**src/shared/rsw_pkg.sv**
```systemverilog
// Constants shared by the reset-source and watchdog block.
// Assumes a 200 MHz system clock; the E clock is a divided enable.
package rsw_pkg;

	// System clock
	localparam int unsigned CLK_SYS_HZ = 200_000_000;
	localparam int unsigned CLK_SYS_NS = 5;

	// E clock as a divided enable (200 MHz / 100 = 2 MHz)
	localparam int unsigned E_DIV = 100;

	// Watchdog timebase is E / 2^15, then / 1, 4, 16 or 64
	localparam int unsigned WD_BASE_LOG2 = 15;
	localparam int unsigned WD_PRESCALE_BITS = 6;

	// Reset timing in E cycles
	localparam int unsigned OPT_WINDOW_E = 64;
	localparam int unsigned EXT_MIN_E = 8;
	localparam int unsigned DRIVE_E = 16;
	localparam int unsigned POR_DELAY_E = 4064;

	// Clock monitor: fail when no edge seen within a 10 kHz period
	localparam int unsigned CLKMON_FAIL_NS = 100_000;
	localparam int unsigned CLKMON_FAIL_CYC = CLKMON_FAIL_NS / CLK_SYS_NS;

	// Register byte offsets
	localparam logic [7:0] OFF_CONFIG = 8'h00;
	localparam logic [7:0] OFF_OPTION = 8'h04;
	localparam logic [7:0] OFF_SERVICE = 8'h08;
	localparam logic [7:0] OFF_STATUS = 8'h0C;
	localparam logic [7:0] OFF_MASK = 8'h10;
	localparam logic [7:0] OFF_STATE = 8'h14;
	localparam logic [7:0] OFF_WDCOUNT = 8'h18;

	// Field positions
	localparam int unsigned CFG_WD_DIS_BIT = 0;
	localparam int unsigned OPT_RATE_LSB = 0;
	localparam int unsigned OPT_CLKCHK_BIT = 3;
	localparam int unsigned CAUSE_EXT = 0;
	localparam int unsigned CAUSE_POR = 1;
	localparam int unsigned CAUSE_CLK = 2;
	localparam int unsigned CAUSE_WD = 3;
	localparam int unsigned NUM_CAUSES = 4;

	// Reset values
	localparam logic WD_DIS_RST = 1'b0;
	localparam logic [1:0] RATE_RST = 2'h0;
	localparam logic CLKCHK_RST = 1'b0;
	localparam logic [3:0] STATUS_RST = 4'h2;
	localparam logic [3:0] MASK_RST = 4'h0;

	// Service sequence values
	localparam logic [7:0] SERVICE_ARM = 8'h55;
	localparam logic [7:0] SERVICE_CLEAR = 8'hAA;

	// Reset sequencer states
	typedef enum logic [1:0] {
		RS_POWER = 2'b00,
		RS_DRIVE = 2'b01,
		RS_WAIT_HIGH = 2'b10,
		RS_RUN = 2'b11
	} rst_state_t;

endpackage

```
**src/rtl/reset_sources_watchdog.sv**
```systemverilog
// Reset sources, reset pin driver and watchdog with an AHB-Lite register port.
// Assumes the reset pin is open drain with a pull-up and that a second party may
// pull it; the E clock is an enable derived from CLK_SYS.
// Notes on behaviour
// - Pin, power-on, clock loss, watchdog all reset
// - Pin low after power delay keeps reset
// - Watchdog expiry resets and drives pin low
// - Watchdog enabled out of reset; writing disables
// - Disable bit takes only first write; any write in special mode
// - Rate field divides base by 1,4,16,64
// - Arm with 55, then AA restarts count
// - Any accesses allowed between arm and clear
// - Clock loss resets and drives pin low
// - Clock monitor works only when enabled
// - Rate writable once in first 64 E; any time in special mode
// - Timebase is E divided by 2^15
//
// The address map and the AHB-Lite interface to the registers were chosen for this implementation.
`timescale 1ns/1ps
module reset_sources_watchdog #(
	parameter int unsigned E_DIV = rsw_pkg::E_DIV,
	parameter int unsigned WD_BASE_LOG2 = rsw_pkg::WD_BASE_LOG2,
	parameter int unsigned POR_DELAY_E = rsw_pkg::POR_DELAY_E,
	parameter int unsigned CLKMON_FAIL_CYC = rsw_pkg::CLKMON_FAIL_CYC
)(
	// Clock and reset
	input wire logic CLK_SYS,
	input wire logic RST,
	// AHB-Lite slave
	input wire logic HSEL,
	input wire logic [31:0] HADDR,
	input wire logic [1:0] HTRANS,
	input wire logic HWRITE,
	input wire logic [2:0] HSIZE,
	input wire logic HREADY,
	input wire logic [31:0] HWDATA,
	output logic [31:0] HRDATA,
	output logic HREADYOUT,
	output logic HRESP,
	// Open-drain reset pin
	input wire logic RESET_N_I,
	output logic RESET_N_O,
	output logic RESET_N_OE,
	// Mode strap and monitored clock pin
	input wire logic SPECIAL_MODE,
	input wire logic ECLK_MON,
	// System side
	output logic SYS_RST,
	output logic E_TICK,
	output logic IRQ
);
	localparam int unsigned EW = $clog2(E_DIV + 1);
	localparam logic [EW-1:0] E_LAST = EW'(E_DIV - 1);
	localparam int unsigned WDW = WD_BASE_LOG2 + rsw_pkg::WD_PRESCALE_BITS;
	localparam logic [15:0] POR_LAST = 16'(POR_DELAY_E - 1);
	localparam logic [15:0] DRIVE_LAST = 16'(rsw_pkg::DRIVE_E - 1);
	localparam logic [6:0] WIN_END = 7'(rsw_pkg::OPT_WINDOW_E);

	// Expiry value of the watchdog count for a rate field
	function automatic logic [WDW-1:0] wd_limit(input logic [1:0] sel);
		logic [WDW:0] span;
		span = '0;
		span[WD_BASE_LOG2 + 2 * sel] = 1'b1;
		return WDW'(span - 1'b1);
	endfunction

	// Synchronisers
	logic pin_s1_r, pin_s2_r, spec_s1_r, spec_s2_r;
	// E divider
	logic [EW-1:0] e_cnt_r, e_cnt_nxt;
	logic e_tick_r, e_tick_nxt;
	// Bus
	logic wr_pend_r, wr_pend_nxt;
	logic [7:0] addr_r, addr_nxt;
	logic [31:0] rdata_r, rdata_nxt;
	// Control
	logic wd_dis_r, wd_dis_nxt, dis_lock_r, dis_lock_nxt;
	logic [1:0] rate_r, rate_nxt;
	logic rate_lock_r, rate_lock_nxt, clkchk_r, clkchk_nxt;
	logic [6:0] win_cnt_r, win_cnt_nxt;
	logic armed_r, armed_nxt;
	logic [WDW-1:0] wd_cnt_r, wd_cnt_nxt;
	// Reset sequencer and events
	rsw_pkg::rst_state_t state_r, state_nxt;
	logic [15:0] rcnt_r, rcnt_nxt;
	logic sys_rst_r, sys_rst_nxt, drive_r, drive_nxt;
	logic [3:0] status_r, status_nxt, mask_r, mask_nxt, ev;
	logic irq_r, irq_nxt;

	logic run, special, win_open, clk_fail, wd_fire, svc_clear;
	logic bus_take, wr_cfg, wr_opt, wr_svc, wr_stat, wr_mask;

	assign run = (state_r == rsw_pkg::RS_RUN);
	assign special = spec_s2_r;
	assign win_open = (win_cnt_r != WIN_END);
	assign bus_take = HSEL && HREADY && HTRANS[1];
	assign wr_cfg = wr_pend_r && (addr_r == rsw_pkg::OFF_CONFIG) && run;
	assign wr_opt = wr_pend_r && (addr_r == rsw_pkg::OFF_OPTION) && run;
	assign wr_svc = wr_pend_r && (addr_r == rsw_pkg::OFF_SERVICE) && run;
	assign wr_stat = wr_pend_r && (addr_r == rsw_pkg::OFF_STATUS);
	assign wr_mask = wr_pend_r && (addr_r == rsw_pkg::OFF_MASK);

	// Clock-loss detector, active only in run with its enable set
	clock_check #(
		.FAIL_CYC(CLKMON_FAIL_CYC)
	) u_clock_check (
		.clk(CLK_SYS),
		.rst(RST),
		.enable(clkchk_r && run),
		.mon_pin(ECLK_MON),
		.fail(clk_fail)
	);

	// E-clock enable divider
	always_comb
	begin
		e_cnt_nxt = (e_cnt_r == E_LAST) ? '0 : e_cnt_r + 1'b1;
		e_tick_nxt = (e_cnt_r == E_LAST);
	end

	// Bus address phase capture; reads answer with no wait state
	always_comb
	begin
		wr_pend_nxt = bus_take && HWRITE;
		addr_nxt = bus_take ? HADDR[7:0] : addr_r;
		rdata_nxt = rdata_r;
		if (bus_take && !HWRITE)
		begin
			case (HADDR[7:0])
				rsw_pkg::OFF_CONFIG: rdata_nxt = {31'h0, wd_dis_r};
				rsw_pkg::OFF_OPTION: rdata_nxt = {28'h0, clkchk_r, 1'b0, rate_r};
				rsw_pkg::OFF_STATUS: rdata_nxt = {28'h0, status_r};
				rsw_pkg::OFF_MASK: rdata_nxt = {28'h0, mask_r};
				rsw_pkg::OFF_STATE: rdata_nxt = {27'h0, !wd_dis_r, special, pin_s2_r,
					win_open, armed_r};
				rsw_pkg::OFF_WDCOUNT: rdata_nxt = 32'(wd_cnt_r);
				default: rdata_nxt = 32'h0;
			endcase
		end
	end

	// Control bits; all return to reset values while the system is in reset
	always_comb
	begin
		wd_dis_nxt = wd_dis_r;
		dis_lock_nxt = dis_lock_r;
		rate_nxt = rate_r;
		rate_lock_nxt = rate_lock_r;
		clkchk_nxt = clkchk_r;
		win_cnt_nxt = win_cnt_r;
		armed_nxt = armed_r;
		if (!run)
		begin
			wd_dis_nxt = rsw_pkg::WD_DIS_RST;
			dis_lock_nxt = 1'b0;
			rate_nxt = rsw_pkg::RATE_RST;
			rate_lock_nxt = 1'b0;
			clkchk_nxt = rsw_pkg::CLKCHK_RST;
			win_cnt_nxt = '0;
			armed_nxt = 1'b0;
		end
		else
		begin
			if (e_tick_r && win_open)
				win_cnt_nxt = win_cnt_r + 1'b1;
			// First write after reset wins in normal mode
			if (wr_cfg && (special || !dis_lock_r))
			begin
				wd_dis_nxt = HWDATA[rsw_pkg::CFG_WD_DIS_BIT];
				dis_lock_nxt = 1'b1;
			end
			if (wr_opt)
			begin
				clkchk_nxt = HWDATA[rsw_pkg::OPT_CLKCHK_BIT];
				if (special || (!rate_lock_r && win_open))
				begin
					rate_nxt = HWDATA[rsw_pkg::OPT_RATE_LSB +: 2];
					rate_lock_nxt = 1'b1;
				end
			end
			// Arming persists across any other traffic
			if (wr_svc && HWDATA[7:0] == rsw_pkg::SERVICE_ARM)
				armed_nxt = 1'b1;
			else if (svc_clear)
				armed_nxt = 1'b0;
		end
	end

	// Watchdog count on E ticks; a service clear beats expiry in the same cycle
	always_comb
	begin
		svc_clear = wr_svc && (HWDATA[7:0] == rsw_pkg::SERVICE_CLEAR) && armed_r;
		wd_fire = 1'b0;
		wd_cnt_nxt = wd_cnt_r;
		if (!run || wd_dis_r || svc_clear)
			wd_cnt_nxt = '0;
		else if (e_tick_r)
		begin
			if (wd_cnt_r == wd_limit(rate_r))
			begin
				wd_fire = 1'b1;
				wd_cnt_nxt = '0;
			end
			else
				wd_cnt_nxt = wd_cnt_r + 1'b1;
		end
	end

	// Reset sequencer: power delay, own pin drive, wait for the pin to rise
	always_comb
	begin
		state_nxt = state_r;
		rcnt_nxt = rcnt_r;
		ev = '0;
		case (state_r)
			rsw_pkg::RS_POWER:
			begin
				if (e_tick_r)
				begin
					rcnt_nxt = rcnt_r + 1'b1;
					if (rcnt_r == POR_LAST)
					begin
						rcnt_nxt = '0;
						state_nxt = rsw_pkg::RS_WAIT_HIGH;
					end
				end
			end
			rsw_pkg::RS_DRIVE:
			begin
				// Held for more than the eight-cycle distinction window
				if (e_tick_r)
				begin
					rcnt_nxt = rcnt_r + 1'b1;
					if (rcnt_r == DRIVE_LAST)
					begin
						rcnt_nxt = '0;
						state_nxt = rsw_pkg::RS_WAIT_HIGH;
					end
				end
			end
			rsw_pkg::RS_WAIT_HIGH:
			begin
				if (pin_s2_r)
					state_nxt = rsw_pkg::RS_RUN;
			end
			rsw_pkg::RS_RUN:
			begin
				if (wd_fire)
				begin
					ev[rsw_pkg::CAUSE_WD] = 1'b1;
					state_nxt = rsw_pkg::RS_DRIVE;
				end
				else if (clk_fail)
				begin
					ev[rsw_pkg::CAUSE_CLK] = 1'b1;
					state_nxt = rsw_pkg::RS_DRIVE;
				end
				else if (!pin_s2_r)
				begin
					ev[rsw_pkg::CAUSE_EXT] = 1'b1;
					state_nxt = rsw_pkg::RS_WAIT_HIGH;
				end
			end
			default: state_nxt = rsw_pkg::RS_POWER;
		endcase
		// Both follow the next state so the pin drive and reset rise together
		sys_rst_nxt = (state_nxt != rsw_pkg::RS_RUN);
		drive_nxt = (state_nxt == rsw_pkg::RS_DRIVE);
	end

	// Sticky causes, write one to clear; a new event wins over the clear
	always_comb
	begin
		status_nxt = (status_r & ~(wr_stat ? HWDATA[3:0] : 4'h0)) | ev;
		mask_nxt = wr_mask ? HWDATA[3:0] : mask_r;
		irq_nxt = |(status_nxt & mask_nxt);
	end

	// Registers of every group
	always_ff @(posedge CLK_SYS or posedge RST)
	begin
		if (RST)
		begin
			pin_s1_r <= 1'b1;
			pin_s2_r <= 1'b1;
			spec_s1_r <= 1'b0;
			spec_s2_r <= 1'b0;
			e_cnt_r <= '0;
			e_tick_r <= 1'b0;
			wr_pend_r <= 1'b0;
			addr_r <= 8'h00;
			rdata_r <= 32'h0;
			wd_dis_r <= rsw_pkg::WD_DIS_RST;
			dis_lock_r <= 1'b0;
			rate_r <= rsw_pkg::RATE_RST;
			rate_lock_r <= 1'b0;
			clkchk_r <= rsw_pkg::CLKCHK_RST;
			win_cnt_r <= '0;
			armed_r <= 1'b0;
			wd_cnt_r <= '0;
			state_r <= rsw_pkg::RS_POWER;
			rcnt_r <= 16'h0;
			sys_rst_r <= 1'b1;
			drive_r <= 1'b0;
			status_r <= rsw_pkg::STATUS_RST;
			mask_r <= rsw_pkg::MASK_RST;
			irq_r <= 1'b0;
		end
		else
		begin
			pin_s1_r <= RESET_N_I;
			pin_s2_r <= pin_s1_r;
			spec_s1_r <= SPECIAL_MODE;
			spec_s2_r <= spec_s1_r;
			e_cnt_r <= e_cnt_nxt;
			e_tick_r <= e_tick_nxt;
			wr_pend_r <= wr_pend_nxt;
			addr_r <= addr_nxt;
			rdata_r <= rdata_nxt;
			wd_dis_r <= wd_dis_nxt;
			dis_lock_r <= dis_lock_nxt;
			rate_r <= rate_nxt;
			rate_lock_r <= rate_lock_nxt;
			clkchk_r <= clkchk_nxt;
			win_cnt_r <= win_cnt_nxt;
			armed_r <= armed_nxt;
			wd_cnt_r <= wd_cnt_nxt;
			state_r <= state_nxt;
			rcnt_r <= rcnt_nxt;
			sys_rst_r <= sys_rst_nxt;
			drive_r <= drive_nxt;
			status_r <= status_nxt;
			mask_r <= mask_nxt;
			irq_r <= irq_nxt;
		end
	end

	// Outputs; the pin is only ever pulled low, never driven high
	assign HRDATA = rdata_r;
	assign HREADYOUT = 1'b1;
	assign HRESP = 1'b0;
	assign RESET_N_O = 1'b0;
	assign RESET_N_OE = drive_r;
	assign SYS_RST = sys_rst_r;
	assign E_TICK = e_tick_r;
	assign IRQ = irq_r;
endmodule

```
**src/rtl/clock_check.sv**
```systemverilog
// Clock-loss detector for the monitored clock pin.
// Assumes the pin is asynchronous to CLK_SYS; it is synchronised here.
`timescale 1ns/1ps
module clock_check #(
	parameter int unsigned FAIL_CYC = rsw_pkg::CLKMON_FAIL_CYC
)(
	// Clock and reset
	input wire logic clk,
	input wire logic rst,
	// Control
	input wire logic enable,
	// Monitored pin
	input wire logic mon_pin,
	// Failure, one-cycle pulse
	output logic fail
);
	localparam int unsigned CW = $clog2(FAIL_CYC + 1);
	localparam logic [CW-1:0] CNT_LAST = CW'(FAIL_CYC - 1);

	logic s1_r, s2_r, s3_r;
	logic [CW-1:0] cnt_r, cnt_nxt;
	logic fail_r, fail_nxt;

	// Edge search; a running clock keeps restarting the count
	always_comb
	begin
		cnt_nxt = cnt_r + 1'b1;
		fail_nxt = 1'b0;
		if (!enable || (s2_r && !s3_r))
			cnt_nxt = '0;
		else if (cnt_r == CNT_LAST)
		begin
			cnt_nxt = '0;
			fail_nxt = 1'b1;
		end
	end

	// Two-stage synchroniser, then edge history and counter
	always_ff @(posedge clk or posedge rst)
	begin
		if (rst)
		begin
			s1_r <= 1'b0;
			s2_r <= 1'b0;
			s3_r <= 1'b0;
			cnt_r <= '0;
			fail_r <= 1'b0;
		end
		else
		begin
			s1_r <= mon_pin;
			s2_r <= s1_r;
			s3_r <= s2_r;
			cnt_r <= cnt_nxt;
			fail_r <= fail_nxt;
		end
	end

	assign fail = fail_r;
endmodule

```
**config.mk**
```make
export PLATFORM = sky130hd
export DESIGN_NAME = reset_sources_watchdog
export DESIGN_NICKNAME = d
export VERILOG_FILES = /design/src/shared/rsw_pkg.sv /design/src/rtl/reset_sources_watchdog.sv /design/src/rtl/clock_check.sv
export SDC_FILE = /design/constraint.sdc
export NUM_CORES = 1
export LEC_CHECK = 0
export ABC_AREA = 1
export BUFFER_PORTS_ARGS = -buffer_cell sky130_fd_sc_hd__buf_4
export CAP_MARGIN = 15
export CORE_AREA = 2 2 108 110
export CTS_CLUSTER_SIZE = 30
export DETAILED_ROUTE_END_ITERATION = 12
export DIE_AREA = 0 0 110 112
export GPL_TIMING_DRIVEN = 0
export PLACE_DENSITY = 0.85
export SETUP_SLACK_MARGIN = 0.2
export SYNTH_ARGS = -nofsm -noshare
export SYNTH_HDL_FRONTEND = slang
export SYNTH_SLANG_ARGS = --single-unit
```
**constraint.sdc**
```tcl
create_clock -name CLK_SYS -period 11 [get_ports CLK_SYS]
set_input_delay 2.2 -clock CLK_SYS [delete_from_list [all_inputs] [get_ports CLK_SYS]]
set_output_delay 2.2 -clock CLK_SYS [all_outputs]
set_load 0.1 [all_outputs]
```
==> reports/results.ini <==
[logic_synthesis]
ys_top_cells_by_count=142 x nand2_1, 121 x dfrtp_1, 117 x nor2_1, 116 x inv_1, 47 x o21ai_0
synth-async-reset-ratio=1.00
syn_area_per_cell_um2=8.01
synth_cell_types=52
synth_top_area_frac=0.452
ys.flop_type=dfrtp_1
ys_seq_area_frac=0.468
yosysTopAreaCell=dfrtp_1
yosys_warnings=0
yosys_register_bits=125
synth.most_common_cell=nand2_1
ys_top_cells_by_area=dfrtp_1 45%, nand2_1 8.0%, nor2_1 6.6%
synth_edf_count=0
syn_area_um2=6700
netlist_instances=836

[sta]
fmax_mhz=281
relSlewSlack=0.445
fin_setup_tns_ns=0
hold_violations=0
setup_viol=0
worst_pin_slew_ns=0.823
fin_crit_sh=0.323
skew_ns=0.0119
drv_slew=0
grt_setup_unrepaired=no
post-route-min-period_ns=3.56

[detailed_routing]
ant_nets=0
firstDrtPassIters=5
drt-met1-wl_mm=6.24
post-route-drc-count=0
wl_met2_mm=7.59
drtIter0Drc=400
viasPerCell=5.45
routed_wl_mm=15.3
met3_length_um=969
highest_layer=met4
wl_per_cell_um=14.2
vias=5864

[critical_path]
criticalPathCategory=in -> reg
max_stage_delay_ns=0.56
end_kind=register
worstPathMaxFanout=10
worstPathArrival_ns=3.82
critPathRequiredTime_ns=11.26
crit_chain=buf_4 -> nor2_1 -> nand3_1 -> inv_1 -> nand4_1 -> clkbuf_1 -> o31ai_1
slowest_stage=o31ai_1
cp-start-kind=primary input

[hold_path]
hold_class=reg -> reg

[clocking]
cts_setup_buffers=0
cts_tree=done
cts_made_buffers=17
cts_max_path_buffers=2
numClockSinks=125
root_buffer=clkbuf_16
hold_buffers=0
clk_pin_slew_ns=0.06
clkLatencyLatePin_ns=0.43
cts_resized=0
cts_max_level=4

[floorplanning]
start_util=0.599
row_count=39
die-area_um2=12300
die_w_um=110
die_h_um=112
num_io_pins=116
core_area_um2=11200

[cells_and_area]
post-route-util=0.710
nets=1005
syn_to_final_growth_pct=18.5
post-route-cell-area_um2=7930
antenna_cells=0
drive_gt1_frac=0.150

[outcome]
status=completed

[placed_design]
place_congestion=0.910
dpl_cell_area_um2=7330
portBuffers=49
dp_hpwl_mm=10.6

[global_route]
grt_pass1_wl_mm=26.0
first_global_vias=5661
grt_use_total=0.272
grt_max_degree=88
antenna_found_initial=0
grt_overflow=0

[power]
p_leak_nw=3.69
powerDensity_nw_per_um2=172
ir_drop_v=0.000138

[run]
drv_cap=0

layout by cell type (no fill, tap or decap), types with 7 or more instances in the layout:
| cell type | netlist | layout |
|---|---|---|
| nand3_1 | 43 | 43 |
| xor2_1 | 26 | 26 |
| a21oi_1 | 35 | 35 |
| nand2_1 | 142 | 142 |
| nor3_1 | 29 | 29 |
| nor2_1 | 117 | 117 |
| o31ai_1 | 13 | 13 |
| clkbuf_16 | 0 | 17 |
| clkinv_2 | 1 | 7 |
| nand4_1 | 34 | 34 |
| o21ai_0 | 47 | 47 |
| clkbuf_1 | 7 | 9 |
| nor4_1 | 8 | 8 |
| buf_4 | 16 | 65 |
| conb_1 | 2 | 16 |
| inv_1 | 116 | 115 |
| dfrtp_1 | 121 | 121 |
| nand2_2 | 7 | 7 |
| ha_1 | 9 | 9 |
worst paths after layout:
path | start | to | slack (ns) | cells past startpoint
min in group asynchronous | RST | wd_cnt_r[9] | 1.76 | 2
max | HADDR[7] | HRDATA[11] | 7.44 | 7
min reg2reg | u_clock_check.s1_r | u_clock_check.s2_r | 0.36 | 0
max reg2reg | wd_cnt_r[0] | IRQ | 8.77 | 9
max in group asynchronous | RST | status_r[1] | 8.49 | 3
min | u_clock_check.s1_r | u_clock_check.s2_r | 0.36 | 0
registers in the layout, summed over array words and instances (netlist names), 2 cells and up:
signal,count
addr_r,8
status_r,4
u_clock_check.cnt_r,15
HRDATA,21
rate_r,2
rcnt_r,16
state_r,2
win_cnt_r,7
wd_cnt_r,21
mask_r,4
e_cnt_r,7
area by class of cell:
type	instances	area (µm²)
Buffer	29	193
Clock buffer	19	433
Sequential cell	125	3130
Multi-Input combinational cell	574	2960
Inverter	122	467
Timing Repair Buffer	50	395
Clock inverter	13	173
Fill cell	873	3240
Tap cell	143	179
metrics by stage:
stage	total power (W)	std cells	hold slack (ns)	worst slack, ns
after detailed placement	0.000786	1043	0.340	7.30
after global routing	0.00143	1075	0.364	7.31
after global placement	0.000779	1042	0.334	4.21
after CTS	0.00137	1075	0.353	7.56
after floorplan	0.000728	850	0.331	5.48
final	0.00136	1075	0.355	7.44
worst max-delay path: cells and delay by family:
family | cells | cell delay (ns)
AOI/OAI and AO/OA | 1 | 0.56
buffers and inverters | 3 | 0.58
and+or+nand+nor | 3 | 0.49
cell families after synthesis:
logic type,count (synthesis),synth area share
simple gates,407,0.279
buf+inv,151,0.0977
flops,125,0.468
compound gates,110,0.0953
xor+xnor,30,0.0392
fa+ha+maj,9,0.0168
other cells,2,0.00112
mux,2,0.00336
power breakdown:
group	internal, W	switching, W
combinational	0.0000809	0.000187
sequential	0.000488	0.0000253
clock	0.000376	0.000207
layer usage:
layer  global-route usage  vias to the layer above
li1                     -                     2876
met1                0.340                     2733
met2                0.442                      212
met3               0.0638                       43
met4                0.127                        0
met5                    0                        -
Note: power is estimated with default switching activity, not from simulation.
